===== config.mk =====
export PLATFORM = sky130hd
export DESIGN_NAME = pakb_port
export DESIGN_NICKNAME = d
export VERILOG_FILES = /design/src/pakb_pkg.sv /design/src/pakb_edge_unit.sv /design/src/pakb_port.sv
export VERILOG_INCLUDE_DIRS = /design/src
export SDC_FILE = /design/constraint.sdc
export NUM_CORES = 1
export LEC_CHECK = 0
export BUFFER_PORTS_ARGS = -buffer_cell sky130_fd_sc_hd__buf_2
export CORE_UTILIZATION = 40
export DETAILED_ROUTE_END_ITERATION = 16
export SLEW_MARGIN = 20
export SYNTH_ARGS = -nofsm -noshare
export SYNTH_HDL_FRONTEND = slang
export SYNTH_SLANG_ARGS = --single-unit

===== constraint.sdc =====
create_clock -name sys_clk_i -period 1.5 [get_ports sys_clk_i]
set_input_delay 0.15 -clock sys_clk_i [delete_from_list [all_inputs] [get_ports sys_clk_i]]
set_output_delay 0.15 -clock sys_clk_i [all_outputs]
set_load 0.005 [all_outputs]

===== src/pakb_defs.svh =====
`ifndef PAKB_DEFS_SVH
`define PAKB_DEFS_SVH

`define PAKB_ADDR_W          8
`define PAKB_OFF_LATCH       8'h00
`define PAKB_OFF_DIR         8'h04
`define PAKB_OFF_EDGE        8'h08
`define PAKB_OFF_ENABLE      8'h0c
`define PAKB_OFF_FLAG        8'h10
`define PAKB_OFF_CTRL        8'h14
`define PAKB_OFF_PIN         8'h18
`define PAKB_CTRL_IMASK_BIT  0
`define PAKB_CTRL_WAIT_BIT   1
`define PAKB_DIR_RESET       8'h00
`define PAKB_EDGE_RESET      8'h00
`define PAKB_ENABLE_RESET    8'h00
`define PAKB_FLAG_RESET      8'h00
`define PAKB_CTRL_RESET      8'h01

`endif


===== src/pakb_pkg.sv =====
package pakb_pkg;
    typedef logic [7:0] pakb_byte_t;
    typedef struct packed {
        logic [7:0] addr;
        logic [7:0] wdata;
        logic       wr;
        logic       rd;
    } pakb_bus_t;
endpackage : pakb_pkg


===== src/pakb_edge_unit.sv =====
`timescale 1ns/1ns
module pakb_edge_unit
    import pakb_pkg::*;
(
    input  wire logic sys_clk_i,
    input  wire logic srst_i,
    input  wire logic pin_i,
    input  wire logic polarity_i,
    input  wire logic flag_clr_i,
    output logic      flag_o,
    output logic      pin_sync_o
);
    logic meta;
    logic sync;
    logic prev;
    logic prev_pol;
    logic flag;
    logic next_flag;
    logic level_prev;
    logic level_now;
    logic hit;
    logic primed;

    always_comb
    begin
        level_prev = prev_pol ? prev : ~prev;
        level_now  = polarity_i ? sync : ~sync;
        // No edge until history holds a real sample after reset
        hit        = primed & level_now & ~level_prev;
        next_flag  = hit | (flag & ~flag_clr_i);
    end

    always_ff @(posedge sys_clk_i)
    begin
        meta     <= pin_i;
        sync     <= meta;
        prev     <= sync;
        prev_pol <= polarity_i;
        if (srst_i)
        begin
            flag   <= 1'b0;
            primed <= 1'b0;
        end
        else
        begin
            flag   <= next_flag;
            primed <= 1'b1;
        end
    end

    assign flag_o     = flag;
    assign pin_sync_o = sync;
endmodule : pakb_edge_unit


===== src/pakb_port.sv =====
`timescale 1ns/1ns
`include "pakb_defs.svh"
// Notes on behaviour
// Eight bidirectional lines, each with data and direction bits.
// Direction one drives pin from data bit; zero makes it input.
// Reset clears direction bits; data latch keeps its contents.
// Eight edge sources, one per pin, each with pending flag.
// Keyboard request is OR of the eight pending flags.
// Global mask bit set blocks delivery of the keyboard interrupt.
// Each source individually masked by its own enable bit.
// Polarity one triggers rising edge, zero triggers falling edge.
// Changing polarity with matching pin level registers an edge.
// Software loads data before setting direction to avoid glitches.
// Flag sets even if disabled; writing one clears that flag.
// Enable one lets the flag request; zero blocks it.
// Edge detection and interrupt keep working in wait state.
// Pins synchronised; edges from current versus previous sample.
module pakb_port
    import pakb_pkg::*;
(
    input  wire logic       sys_clk_i,
    input  wire logic       srst_i,
    input  wire logic [7:0] bus_addr_i,
    input  wire logic [7:0] bus_wdata_i,
    input  wire logic       bus_wr_i,
    input  wire logic       bus_rd_i,
    output logic      [7:0] bus_rdata_o,
    input  wire logic [7:0] keypad_pins_i,
    output logic      [7:0] keypad_pins_o,
    output logic      [7:0] keypad_pins_oe_o,
    output logic            kbd_irq_o
);
    pakb_bus_t  bus;
    pakb_byte_t latch;
    pakb_byte_t dir;
    pakb_byte_t edge_sel;
    pakb_byte_t enable;
    pakb_byte_t ctrl;
    pakb_byte_t rdata;
    pakb_byte_t pins_o;
    pakb_byte_t pins_oe;
    logic       irq;
    pakb_byte_t next_latch;
    pakb_byte_t next_dir;
    pakb_byte_t next_edge;
    pakb_byte_t next_enable;
    pakb_byte_t next_ctrl;
    pakb_byte_t next_rdata;
    logic       next_irq;
    pakb_byte_t flag;
    pakb_byte_t flag_clr;
    pakb_byte_t pin_sync;

    assign bus.addr  = bus_addr_i;
    assign bus.wdata = bus_wdata_i;
    assign bus.wr    = bus_wr_i;
    assign bus.rd    = bus_rd_i;

    always_comb
    begin
        flag_clr = (bus.wr && bus.addr == `PAKB_OFF_FLAG) ? bus.wdata : 8'h00;
    end

    genvar g;
    generate
        for (g = 0; g < 8; g++)
        begin : g_edge
            pakb_edge_unit u_edge (
                .sys_clk_i  (sys_clk_i),
                .srst_i     (srst_i),
                .pin_i      (keypad_pins_i[g]),
                .polarity_i (edge_sel[g]),
                .flag_clr_i (flag_clr[g]),
                .flag_o     (flag[g]),
                .pin_sync_o (pin_sync[g])
            );
        end
    endgenerate

    always_comb
    begin
        next_latch  = latch;
        next_dir    = dir;
        next_edge   = edge_sel;
        next_enable = enable;
        next_ctrl   = ctrl;
        if (bus.wr)
        begin
            case (bus.addr)
                `PAKB_OFF_LATCH:  next_latch  = bus.wdata;
                `PAKB_OFF_DIR:    next_dir    = bus.wdata;
                `PAKB_OFF_EDGE:   next_edge   = bus.wdata;
                `PAKB_OFF_ENABLE: next_enable = bus.wdata;
                `PAKB_OFF_CTRL:   next_ctrl   = {6'h00, bus.wdata[1:0]};
                default:          next_ctrl   = ctrl;
            endcase
        end
        next_rdata = 8'h00;
        if (bus.rd)
        begin
            case (bus.addr)
                `PAKB_OFF_LATCH:  next_rdata = latch;
                `PAKB_OFF_DIR:    next_rdata = dir;
                `PAKB_OFF_EDGE:   next_rdata = edge_sel;
                `PAKB_OFF_ENABLE: next_rdata = enable;
                `PAKB_OFF_FLAG:   next_rdata = flag;
                `PAKB_OFF_CTRL:   next_rdata = ctrl;
                `PAKB_OFF_PIN:    next_rdata = pin_sync;
                default:          next_rdata = 8'h00;
            endcase
        end
        // Wait bit only informs software; detection never stops
        next_irq = (|(flag & enable)) & ~ctrl[`PAKB_CTRL_IMASK_BIT];
    end

    always_ff @(posedge sys_clk_i)
    begin
        latch   <= next_latch;
        rdata   <= next_rdata;
        pins_o  <= next_latch;
        if (srst_i)
        begin
            dir     <= `PAKB_DIR_RESET;
            pins_oe <= `PAKB_DIR_RESET;
            edge_sel <= `PAKB_EDGE_RESET;
            enable  <= `PAKB_ENABLE_RESET;
            ctrl    <= `PAKB_CTRL_RESET;
            irq     <= 1'b0;
        end
        else
        begin
            dir      <= next_dir;
            pins_oe  <= next_dir;
            edge_sel <= next_edge;
            enable   <= next_enable;
            ctrl     <= next_ctrl;
            irq      <= next_irq;
        end
    end

    assign bus_rdata_o      = rdata;
    assign keypad_pins_o    = pins_o;
    assign keypad_pins_oe_o = pins_oe;
    assign kbd_irq_o        = irq;
endmodule : pakb_port


After elaboration in Yosys (flattened, before gate mapping). Cells that the tools add are included.

Bits in registers: 84. Input bits: 28. Output and inout bits: 25. Word-level logic and storage cells: 148.

Equality and inequality tests: 6. Mux-type cells: 19. Bitwise gates (word level): 67. Reduce and logical (&&, ||, !) cells: 8.

Operator list (number): $pmux 8 s7 (1); $not 1->1 (33); $and 1x1->1 (25); $eq 8x5->1 const B (3); $mux 1 (17); $eq 8x4->1 const B (2); $reduce_and 2->1 (5); $and 8x8->8 (1); $eq 8x3->1 const B (1); $logic_not 8->1 (1); $mux 8 (1); $or 1x1->1 (8); $reduce_or 8->1 (1); $logic_and 1x1->1 (1).

Depth between registers and ports, before layout.
Word-level depth: 6. Mapped depth: 5.

Hierarchy. From an unflattened synthesis, not the netlist that was laid out.

Cells, all modules: 289. Area, all modules: 3337.0 um^2.

Modules (own cells, without submodules): pakb_port (times used 1, cells an instance 193, area each 2025.7 um^2, sequential area each 940.9 um^2); pakb_edge_unit (times used 8, cells an instance 12, area each 163.9 um^2, sequential area each 120.1 um^2).

Least setup slack after synthesis. OpenSTA, ideal clock, no wires.

Kind: in2reg. From: in bus_addr_i[5]. To: reg pins_o[0], in the netlist keypad_pins_o[0], enable pin. Library setup time: 0.383 ns. Arrival: 1.255 ns. Data required time: 1.117 ns. Setup slack: -0.139 ns. Stages: 3. Buffers on the path: 0. Path through: nor4_4 -> nand2_1 -> nor3_1.

Cells in the longest elaborated chain, start to end: 2.

RTL lines: start: declaration (RTL line pakb_port.sv:23) `input wire logic [7:0] bus_addr_i,`; $logic_not 8->1 (RTL line pakb_port.sv:89) `case (bus.addr)`; $reduce_and 2->1 (no line); end signal: assignment (RTL line pakb_port.sv:120) `pins_o <= next_latch;`; end: declaration (RTL line pakb_port.sv:40) `pakb_byte_t pins_o;`.

No other way between the ends. A chain may end at the register's enable or synchronous reset.

==> run_results.csv <==
group,metric,value,unit
outcome,status,"finished clean",
logic_synthesis,synth_area_leaders,"dfxtp_1 (49%), mux2i_1 (10%), edfxtp_1 (7.7%)",
final_layout,syn2layout_area_growth,26.5,%
global_route,grt_max_degree,36,
sta,finalHoldViolations,0,
logic_synthesis,synthXorXnorAreaFrac,0.0451,
route,met3_length,326,µm
place,portBuffers,52,
die,core_area,7370,µm²
worst_setup_path,end_kind,"flip-flop",
logic_synthesis,synth_cell_types,37,
flow_run,max_cap_viol_count,0,
worst_setup_path,path_delay_family,"multiplexers",
die,die_x,90.1,µm
route,vias,2303,
route,firstDrtPassIters,4,
sta,final.setup.tns,0,ps
sta,tightestPinTransition,695,ps
pwr,total_leakage_power,1.80,nW
worst_setup_path,cp.buffers_inverters,0,
clock_tree,clkLatencyLatePin,350,ps
route,drc,0,
clock_tree,clock_path_buffers,2,
logic_synthesis,yosys.area_share.simple,0.122,
sta,max-slew-margin-rel,0.537,
logic_synthesis,syn-mean-instance-area,11.4,µm²
clock_tree,clk_pin_slew,80,ps
global_route,grt_pass1_vias,2224,
route,postRouteAntennaNets,0,
logic_synthesis,synth_top_cell_by_area,"dfxtp_1",
global_route,antenna_found_initial,0,
final_layout,fin_nets,382,
place,finalWeightedCongestion,0.798,
worst_setup_path,slowest_delay,460,ps
route,routedWlPerCell,16.4,µm
route,wirelength,7.52,mm
worst_setup_path,required,1750,ps
place,dp_cells,434,
logic_synthesis,synth_top_family_by_area,"multiplexers",
final_layout,drive_gt1_frac,0.301,
die,ioPinCount,53,
logic_synthesis,async_reset_ff_frac,0,
logic_synthesis,synth-edff-count,8,
logic_synthesis,syn_nets,301,
worst_setup_path,crit_type,"reg -> reg",
global_route,grt_usage,0.193,
clock_tree,clock-sinks,84,
hold_path,min_from,"bus_wdata_i[2]",
sta,min_period,1230,ps
final_layout,multi_input_area,1270,µm²
logic_synthesis,synth-main-ff-cell,"dfxtp_1",
sta,rsz0062_at_grt,"false",
final_layout,fin_area,3930,µm²
worst_setup_path,cp-startpoint,"keypad_pins_o[2]$_DFFE_PP_",
logic_synthesis,synth_compound_area_frac,0.0959,
sta,whs,34.0,ps
sta,fmaxAchievable,814,MHz
worst_setup_path,critical_path.slowest_cell,"mux4_2",
logic_synthesis,synthCells,273,
clock_tree,cts-htree-levels,3,
sta,slew_violations,0,
route,vias_per_cell,5.03,
route,wl_met1,3.60,mm
final_layout,fin_cells,458,
place,dp_hpwl,5.33,mm
worst_setup_path,timing.rr.start,"keypad_pins_o[2]$_DFFE_PP_",
final_layout,final_cell_mix,"dfxtp_1 (76), buf_2 (52), nor2_1 (33)",
sta,fin_skew,6.03,ps
global_route,globalRouteOverflowTotal,0,
die,start_util,0.422,
sta,setup_viol,0,
sta,fin_crit_sh,0.819,
route,drt_iter0_markers,140,
clock_tree,postCtsSetupRepairBufs,0,
worst_setup_path,crit_fanout,2,
pwr,ir_drop,766,µV
clock_tree,numCtsBuffers,9,
logic_synthesis,synthMuxAreaShare,0.143,
clock_tree,cts_root_buffer,"clkbuf_8",
worst_setup_path,cp_cell_sequence,"mux4_2 -> a22oi_1 -> nor2_1",
final_layout,layout_commonest_cell,"dfxtp_1",
route,top_layer_used,"met4",
place,place_area,3620,µm²
final_layout,regArea,1760,µm²
clock_tree,tritoncts,"done",
global_route,grt_pass1_wl,11.8,mm
final_layout,antenna_cells,0,
logic_synthesis,synthAdderAreaFrac,0,
logic_synthesis,synth_top_area_frac,0.490,
hold_path,hp-class,"in -> reg",
logic_synthesis,syn-cell-area,3110,µm²
final_layout,n_fill_cell,674,
logic_synthesis,ys_warn_count,0,
die,rows,31,
die,die_area,8120,µm²
worst_setup_path,cp-start-kind,"flip-flop",
die,dieHeight,90.1,µm
logic_synthesis,ys_seq_area_frac,0.567,
clock_tree,cts_resized,0,
route,wl_met2,3.53,mm
logic_synthesis,synth-seq-cells,84,
worst_setup_path,cp_data_arrival_time,1480,ps
pwr,powerDensity,1110,nW/µm²
==> report_power, final <==
part / total (W) / internal [W] / switching, W
clock network: 0.00179 / 0.000989 / 0.000797
registers: 0.00234 / 0.00231 / 0.0000330
logic: 0.000251 / 0.000119 / 0.000131
total: 0.00438 / 0.00342 / 0.000961
==> cell families after synthesis <==
family	after synthesis
DFF	84
and+or+nand+nor	67
AOI/OAI and AO/OA	44
muxes	41
buffers and inverters	21
xor gates and xnor gates	16
==> layer usage <==
metal	vias up	global-route usage
met1	1107	0.248
met2	56	0.310
met4	0	0.0605
li1	1134	-
met3	6	0.0601
met5	-	0
==> worst register-to-register path: cells and delay by family (launching register included) <==
family          cells  cell delay (ps)
compound gates      1              190
simple gates        1               50
flops               1              410
mux                 1              460
==> cell usage after synthesis, types with 2 or more instances <==
cell type and number:
buf_2 3, nor3_1 3, o2bb2ai_1 3, clkbuf_1 7, a21oi_1 10, mux2i_1 31, xnor2_1 8, xor2_1 8
a221oi_1 2, inv_1 9, dfxtp_1 76, a22oi_1 9, mux2_2 8, edfxtp_1 8, nand4_1 3, nand3_1 10
buf_1 2, o21ai_0 10, nand2_1 3, mux4_2 2, nor2b_1 4, nand4_2 2, a22o_1 6, nor2_1 33
==> stage by stage <==
| stage | utilization | setup WS, ps | power (W) |
|---|---|---|---|
| floorplan | - | 84.2 | 0.00251 |
| global placement | 0.492 | 41.5 | 0.00263 |
| detailed placement | 0.492 | 33.7 | 0.00263 |
| CTS | 0.533 | 264 | 0.00443 |
| global route | 0.533 | 229 | 0.00456 |
| finish | 0.533 | 271 | 0.00438 |
==> sequential cells by signal (all words and copies together) (netlist names) <==
register	count
bus_rdata_o	8
edge_sel	8
enable	8
g_edge.u_edge.flag_o	8
g_edge.u_edge.meta	8
g_edge.u_edge.pin_sync_o	8
g_edge.u_edge.prev	8
g_edge.u_edge.prev_pol	8
keypad_pins_o	8
keypad_pins_oe_o	8
ctrl	2
g_edge.u_edge.primed	1
kbd_irq_o	1
==> final timing paths <==
path                                                            end  slack [ps]  cells after the start
worst min-delay path                     keypad_pins_o[2]$_DFFE_PP_          30                      1
worst min register to register  g_edge[4].u_edge.pin_sync_o$_DFF_P_         330                      0
worst max-delay path                      bus_rdata_o[2]$_SDFF_PN0_         270                      3
worst max register to register            bus_rdata_o[2]$_SDFF_PN0_         270                      3
==> layout make-up <==
class / instances / share of cell area
Clock buffer: 11 / 0.0360
Clock inverter: 5 / 0.0213
Inverter: 9 / 0.00860
Multi-Input combinational cell: 168 / 0.323
Sequential cell: 84 / 0.448
Tap cell: 99 / 0.0315
Timing Repair Buffer: 82 / 0.132
==> timing repair <==
item / 4_1_cts / 5_1_grt
setup endpoints to repair: 0 / 0
hold endpoints to repair: 8 / 0
hold buffers: 8 / 0
(Power assumes the default switching activity.)
